### src/core/prioritizer_pkg.sv
package prioritizer_pkg;

   localparam int source_count = 64;
   localparam int index_width = 6;
   localparam int level_width = 4;
   localparam int level_reg_count = 8;
   localparam int sources_per_level_reg = 8;
   localparam int word_width = 32;
   localparam int mask_width = 5;

   // Mask value all ones reads as minus one: nothing masked
   localparam logic [mask_width-1:0] mask_reset = 5'h1f;
   localparam logic [source_count-1:0] enable_reset = 64'h0;
   localparam logic [source_count-1:0] type_reset = 64'h0;
   localparam logic [word_width-1:0] level_reset = 32'h0;

   // Read selects carried in the index field of a read command
   localparam logic [index_width-1:0] sel_enable_lo = 6'h00;
   localparam logic [index_width-1:0] sel_enable_hi = 6'h01;
   localparam logic [index_width-1:0] sel_type_lo = 6'h02;
   localparam logic [index_width-1:0] sel_type_hi = 6'h03;
   localparam logic [index_width-1:0] sel_level_base = 6'h04;
   localparam logic [index_width-1:0] sel_mask = 6'h0c;
   localparam logic [index_width-1:0] sel_pending_lo = 6'h0d;
   localparam logic [index_width-1:0] sel_pending_hi = 6'h0e;

   typedef enum logic [3:0] {
      op_none = 4'h0,
      op_enable_lo = 4'h1,
      op_enable_hi = 4'h2,
      op_enable_num = 4'h3,
      op_disable_num = 4'h4,
      op_type_lo = 4'h5,
      op_type_hi = 4'h6,
      op_level = 4'h7,
      op_mask = 4'h8,
      op_read = 4'h9
   } cfg_op_type;

   typedef struct packed {
      logic valid;
      logic supervisor;
      cfg_op_type op;
      logic [index_width-1:0] index;
      logic [word_width-1:0] data;
   } cfg_cmd_type;

   typedef struct packed {
      logic active;
      logic [index_width-1:0] vector;
      logic [level_width-1:0] level;
   } irq_req_type;

endpackage

### src/core/source_sync.sv
`timescale 1ns/100ps
module source_sync
   import prioritizer_pkg::*;
(
   input wire logic i_clock,
   input wire logic i_rst,
   input wire logic [source_count-1:0] i_async,
   output logic [source_count-1:0] o_sync
);
   logic [source_count-1:0] first_reg;
   logic [source_count-1:0] second_reg;
   logic [source_count-1:0] first_next;
   logic [source_count-1:0] second_next;

   always_comb begin
      first_next = i_async;
      second_next = first_reg;
   end

   always_ff @(posedge i_clock or posedge i_rst) begin
      if (i_rst) begin
         first_reg <= '0;
         second_reg <= '0;
      end else begin
         first_reg <= first_next;
         second_reg <= second_next;
      end
   end

   assign o_sync = second_reg;
endmodule

### src/core/vectored_interrupt_prioritizer.sv
// Operation
// Accept and arbitrate up to 64 internal and external interrupt source lines.
// Per-source enable, set by vector write or by enable/disable source number.
// Enabled asserted source raises normal or fast request per its type bit.
// Register reads and writes take effect only for supervisor-mode accesses.
// Fast requests beat all normal ones; normals ranked by highest level.
// Equal highest normal levels: highest source number wins.
// Each source has a normal level of sixteen values, zero lowest.
// Levels are programmable, held in eight level registers covering all sources.
// A normal mask register suppresses normal requests by priority level.
// Normal level at or below mask is blocked; fast requests unaffected.
`timescale 1ns/100ps
module vectored_interrupt_prioritizer
   import prioritizer_pkg::*;
(
   input wire logic i_clock,
   input wire logic i_rst,
   input wire logic [source_count-1:0] i_sources,
   input wire cfg_cmd_type i_cfg,
   output irq_req_type o_normal,
   output irq_req_type o_fast,
   output irq_req_type o_active,
   output logic o_active_fast,
   output logic [word_width-1:0] o_read_data,
   output logic o_read_valid,
   output logic o_access_denied
);
   logic [source_count-1:0] src_sync;
   logic [source_count-1:0] enable_reg, enable_next;
   logic [source_count-1:0] type_reg, type_next;
   logic [word_width-1:0] level_reg [level_reg_count];
   logic [word_width-1:0] level_next [level_reg_count];
   logic [mask_width-1:0] mask_reg, mask_next;
   irq_req_type normal_reg, normal_next;
   irq_req_type fast_reg, fast_next;
   irq_req_type active_reg, active_next;
   logic active_fast_reg, active_fast_next;
   logic [word_width-1:0] read_data_reg, read_data_next;
   logic read_valid_reg, read_valid_next;
   logic denied_reg, denied_next;
   logic [source_count-1:0] pending;
   logic granted;

   function automatic logic [level_width-1:0] level_of(input logic [index_width-1:0] idx);
      logic [word_width-1:0] word;
      word = level_reg[idx[index_width-1:3]];
      return word[idx[2:0]*level_width +: level_width];
   endfunction

   // Signed compare so the all-ones mask blocks nothing
   function automatic logic above_mask(input logic [level_width-1:0] lvl,
                                       input logic [mask_width-1:0] msk);
      return $signed({1'b0, lvl}) > $signed(msk);
   endfunction

   // sync all lines
   source_sync sync_inst (
      .i_clock(i_clock),
      .i_rst(i_rst),
      .i_async(i_sources),
      .o_sync(src_sync)
   );

   assign pending = src_sync & enable_reg;
   // supervisor gate
   assign granted = i_cfg.valid && i_cfg.supervisor;

   always_comb begin
      enable_next = enable_reg;
      type_next = type_reg;
      mask_next = mask_reg;
      for (int r = 0; r < level_reg_count; r++) begin
         level_next[r] = level_reg[r];
      end
      read_data_next = '0;
      read_valid_next = 1'b0;
      denied_next = i_cfg.valid && !i_cfg.supervisor;
      if (granted) begin
         unique case (i_cfg.op)
            // enable vector write
            op_enable_lo: enable_next[31:0] = i_cfg.data;
            op_enable_hi: enable_next[63:32] = i_cfg.data;
            // enable by number
            op_enable_num: enable_next[i_cfg.index] = 1'b1;
            // disable by number
            op_disable_num: enable_next[i_cfg.index] = 1'b0;
            op_type_lo: type_next[31:0] = i_cfg.data;
            op_type_hi: type_next[63:32] = i_cfg.data;
            // level register write
            op_level: level_next[i_cfg.index[2:0]] = i_cfg.data;
            // mask write
            op_mask: mask_next = i_cfg.data[mask_width-1:0];
            op_read: begin
               read_valid_next = 1'b1;
               if (i_cfg.index == sel_enable_lo) begin
                  read_data_next = enable_reg[31:0];
               end else if (i_cfg.index == sel_enable_hi) begin
                  read_data_next = enable_reg[63:32];
               end else if (i_cfg.index == sel_type_lo) begin
                  read_data_next = type_reg[31:0];
               end else if (i_cfg.index == sel_type_hi) begin
                  read_data_next = type_reg[63:32];
               end else if (i_cfg.index >= sel_level_base && i_cfg.index < sel_mask) begin
                  read_data_next = level_reg[3'(i_cfg.index - sel_level_base)];
               end else if (i_cfg.index == sel_mask) begin
                  read_data_next = {27'h0, mask_reg};
               end else if (i_cfg.index == sel_pending_lo) begin
                  read_data_next = pending[31:0];
               end else if (i_cfg.index == sel_pending_hi) begin
                  read_data_next = pending[63:32];
               end
            end
            op_none: begin
            end
            default: begin
            end
         endcase
      end
   end

   always_ff @(posedge i_clock or posedge i_rst) begin
      if (i_rst) begin
         enable_reg <= enable_reset;
         type_reg <= type_reset;
         mask_reg <= mask_reset;
         for (int r = 0; r < level_reg_count; r++) begin
            level_reg[r] <= level_reset;
         end
         read_data_reg <= '0;
         read_valid_reg <= 1'b0;
         denied_reg <= 1'b0;
      end else begin
         enable_reg <= enable_next;
         type_reg <= type_next;
         mask_reg <= mask_next;
         for (int r = 0; r < level_reg_count; r++) begin
            level_reg[r] <= level_next[r];
         end
         read_data_reg <= read_data_next;
         read_valid_reg <= read_valid_next;
         denied_reg <= denied_next;
      end
   end

   // Arbitration: flat scan, one pass; timing traded for area
   always_comb begin
      logic [level_width-1:0] lvl;
      lvl = '0;
      normal_next = '0;
      fast_next = '0;
      for (int i = 0; i < source_count; i++) begin
         lvl = level_of(6'(i));
         // fast per type bit
         if (pending[i] && type_reg[i]) begin
            fast_next.active = 1'b1;
            fast_next.vector = 6'(i);
         end
         // ties go to higher number
         // level above mask only
         if (pending[i] && !type_reg[i] && above_mask(lvl, mask_reg) &&
             (!normal_next.active || lvl >= normal_next.level)) begin
            normal_next.active = 1'b1;
            normal_next.vector = 6'(i);
            normal_next.level = lvl;
         end
      end
      // fast ahead of normal
      active_fast_next = fast_next.active;
      active_next = fast_next.active ? fast_next : normal_next;
   end

   always_ff @(posedge i_clock or posedge i_rst) begin
      if (i_rst) begin
         normal_reg <= '0;
         fast_reg <= '0;
         active_reg <= '0;
         active_fast_reg <= 1'b0;
      end else begin
         normal_reg <= normal_next;
         fast_reg <= fast_next;
         active_reg <= active_next;
         active_fast_reg <= active_fast_next;
      end
   end

   assign o_normal = normal_reg;
   assign o_fast = fast_reg;
   assign o_active = active_reg;
   assign o_active_fast = active_fast_reg;
   assign o_read_data = read_data_reg;
   assign o_read_valid = read_valid_reg;
   assign o_access_denied = denied_reg;
endmodule

### config.mk
export PLATFORM = sky130hd
export DESIGN_NAME = vectored_interrupt_prioritizer
export DESIGN_NICKNAME = d
export VERILOG_FILES = /design/src/core/prioritizer_pkg.sv /design/src/core/source_sync.sv /design/src/core/vectored_interrupt_prioritizer.sv
export SDC_FILE = /design/constraint.sdc
export NUM_CORES = 2
export LEC_CHECK = 0
export ABC_CLOCK_PERIOD_IN_PS = 120800
export BUFFER_PORTS_ARGS = -buffer_cell sky130_fd_sc_hd__buf_2
export CAP_MARGIN = 0
export CORE_UTILIZATION = 30
export DETAILED_ROUTE_END_ITERATION = 16
export SLEW_MARGIN = 20
export SYNTH_ARGS = -nofsm -noshare
export SYNTH_HDL_FRONTEND = slang
export SYNTH_HIERARCHICAL = 1
export SYNTH_SLANG_ARGS = --single-unit
### constraint.sdc
create_clock -name i_clock -period 120.8 [get_ports i_clock]
set_clock_uncertainty 0.05 [all_clocks]
set_input_delay 6.04 -clock i_clock [delete_from_list [all_inputs] [get_ports i_clock]]
set_output_delay 6.04 -clock i_clock [all_outputs]
set_load 0.03 [all_outputs]
==> reports/summary.log <==
[outcome] outcome finished clean
[job] # Max-Cap Violations 0
[synthesis] sequential fraction of the synthesis area 0.3282
[synthesis] number of synthesized flops with an enable pin 0
[layout] flip-flop count of the largest register after layout 256
[global_route] initial antenna violation count 20
[pwr] cell area power density 27.87 mW/mm²
[timing] Setup TNS 0 ps
[drt] post-route ant nets 0
[timing] setup repair after global routing missed its margin no
[drt] uppermost routed layer met5
[cts] Num Clock Sinks 580
[drt] Detailed Route WL 213600 µm
[setup_path] kind of end point of the critical path flop
[drt] length of routed met2 wiring 87020 µm
[synthesis] number of standard cells after synthesis 4846
[synthesis] Yosys reg bits 580
[setup_path] required time of the critical path 121380 ps
[floorplan] Rows 140
[cts] worst-skew pair later-pin latency 700 ps
[drt] via count 42920
[setup_path] type of the worst setup path reg2reg
[synthesis] warning count from the yosys run 6
[timing] Final Critical Period 110380 ps
[layout] most common library cell in the layout ignoring fill and taps dfrtp_1
[timing] minimum hold slack 294.6 ps
[global_route] overall routing resource usage 0.2817
[global_route] largest net degree at the start of global routing 131
[cts] CTS tree yes
[setup_path] data arrival time at the worst-slack endpoint 110960 ps
[cts] number of buffers on the longest clock path 3
[synthesis] post-synthesis cell type count 121
[setup_path] CP Max Fanout 33
[timing] final number of max-transition violations 0
[floorplan] core box area 0.1459 mm²
[global_route] global-route wire length before repair 301700 µm
[floorplan] initial cell density of the core 0.3032
[timing] Rel. slew slack 0.1622
[setup_path] category of the worst setup path launch point flop
[timing] slew of the pin with the lowest slew margin 1245 ps
[setup_path] crit-path max cell delay 950 ps
[drt] first drt pass iteration count 7
[global_route] vias in the first global route 40230
[synthesis] fraction of registers with async set or reset after synthesis 1.000
[drt] detailed route wirelength on metal3 23640 µm
[timing] total count of hold-check failures in the final report 0
[drt] number of DRC markers in iteration 0 5580
[floorplan] IO Count 178
[pwr] Leakage Power 22.55 nW
[layout] synthesis-to-finish area growth 13.29%
[global_route] total global routing overflow 0
[floorplan] Chip Height 386.0 µm
[layout] net count reported at finish 5521
[cts] setup fix buffers added after clock tree synthesis 0
[layout] share of cells above drive strength 1 0.1663
[placement] number of I/O port buffers 173
[drt] routed metal-1 wirelength 90420 µm
[cts] clk slew on worst S/H paths 70 ps
[cts] number of buffers created by CTS 73
[layout] commonest cells after routing, fill and taps aside dfrtp_1, nand2_1, ha_1
[cts] maximum level of the CTS H-tree 3
[pwr] worst IR drop on VDD 0.02459 mV
[floorplan] area of the die 0.1490 mm²
[cts] Post-CTS Hold Fix Bufs 0
[setup_path] most common cell type on the critical path ha_1
[timing] upper clock frequency limit 9.059 MHz
[synthesis] most used flip-flop cell after synthesis dfrtp_1
[placement] Final HPWL DP 161900 µm
[setup_path] library cell contributing the largest single delay on the critical path dfstp_4
[synthesis] Cell Area, Synth 0.04424 mm²
[floorplan] Die Span X 386.0 µm
[drt] drt drc 0
[drt] wire length per cell 30.78 µm
[timing] number of failing setup endpoints in the final timing report 0
[drt] via count normalized by instance count 6.184
[cts] Resized Gates After CTS 0
[placement] RD Place Congestion 1.025
[cts] Root Buffer Master clkbuf_16
[layout] layout filler cell count 14910
[min_path] Hold WC Path Type reg2reg
[synthesis] synthesized area per cell 9.128 µm²
[timing] Final Cycle Share 0.9138
## cells in the mapped netlist, types with 19 or more instances
cell | count | share of area
dfrtp_1 | 575 | 0.33
nand2_1 | 476 | 0.040
ha_1 | 454 | 0.13
o21ai_0 | 432 | 0.049
a21oi_1 | 311 | 0.035
nor2_1 | 258 | 0.022
mux2_2 | 243 | 0.062
inv_1 | 202 | 0.017
clkbuf_1 | 188 | 0.016
nand2b_1 | 131 | 0.019
nand3_1 | 96 | 0.011
a22oi_1 | 94 | 0.016
nor2b_1 | 93 | 0.013
a21o_1 | 91 | 0.015
o21a_1 | 79 | 0.013
nor3_1 | 74 | 0.0084
a211oi_1 | 72 | 0.012
a31oi_1 | 61 | 0.0086
mux4_2 | 61 | 0.031
and3_1 | 58 | 0.0082
and2_1 | 51 | 0.0072
o211ai_1 | 47 | 0.0080
o31ai_1 | 43 | 0.0073
o22ai_1 | 41 | 0.0058
or2_2 | 36 | 0.0051
a41oi_1 | 33 | 0.0065
nand4_1 | 28 | 0.0040
a21boi_0 | 27 | 0.0046
nor4_1 | 26 | 0.0037
mux2i_1 | 23 | 0.0052
o21ai_1 | 21 | 0.0024
buf_1 | 20 | 0.0017
a41o_1 | 19 | 0.0043
o31a_1 | 19 | 0.0038
or3_1 | 19 | 0.0027
## layout make-up
type | count | area, µm² | area share
Clock inverter | 43 | 646.9 | 0.01291
Sequential cell | 580 | 14520 | 0.2898
Timing Repair Buffer | 252 | 1496 | 0.02986
Tap cell | 1917 | 2399 | 0.04786
Clock buffer | 90 | 1982 | 0.03955
Multi-Input combinational cell | 3845 | 28260 | 0.5640
Inverter | 205 | 782.0 | 0.01560
Antenna cell | 8 | 20.02 | 0.0003995
## layer usage
layer | vias to the layer above | GRT usage
li1 | 18450 | -
met1 | 21250 | 0.3899
met2 | 2678 | 0.4048
met3 | 530 | 0.06839
met4 | 8 | 0.1405
met5 | - | 0
## path summary, 6_finish.rpt
path,start,end,slack [ps],cells past startpoint
worst max-delay path,mask_reg[0],o_active[6],10420,494
worst min-delay path,sync_inst/first_reg[39],sync_inst/o_sync[39],290,0
worst max register to register,mask_reg[0],o_active[6],10420,494
worst min register to register,sync_inst/first_reg[39],sync_inst/o_sync[39],290,0
max in group asynchronous,i_rst,mask_reg[1],113180,5
min in group asynchronous,i_rst,sync_inst/first_reg[31],5460,2
## worst max-delay path, delay by kind of cell, from the launching register on
family,cells,cell delay (ps)
mux,13,4810
buf+inv,19,2030
simple gates,154,25410
flops,1,950
fa+ha+maj,67,18710
compound gates,241,58300
## per-stage QoR
step                      total power, W  cells  utilization  setup WS, ps  cell area (µm²)
after detailed placement        0.001124   6798       0.3249         12660            47410
after global placement          0.001123   6798       0.3249         14490            47400
after global routing            0.001489   6933       0.3433          2191            50100
after floorplan                0.0008530   4849            -         25230            44250
final                           0.001397   6940       0.3434         10420            50110
after CTS                       0.001377   6931       0.3429         12180            50040
## power by group
group	internal, W	leakage, nW	total (W)	switching [W]
Clock	0.000146	1.28	0.000246	0.000100
Combinational	0.000352	14.2	0.000898	0.000546
Sequential	0.000217	7.03	0.000252	0.0000347
Total	0.000715	22.5	0.00140	0.000681
## logic make-up (layout without fill, tap and decap cells)
kind of cell             count (synthesis)  count (layout)  synth area share
AND/OR/NAND/NOR                       1407            1407            0.1560
multiplexers                           329             329           0.09897
adder cells (fa/ha/maj)                459             459            0.1295
buffers and inverters                  424             590           0.03691
other                                    1              12        0.00008477
AO/OA/AOI/OAI                         1646            1646            0.2502
flip-flops                             580             580            0.3282
(Power assumes the default switching activity.)
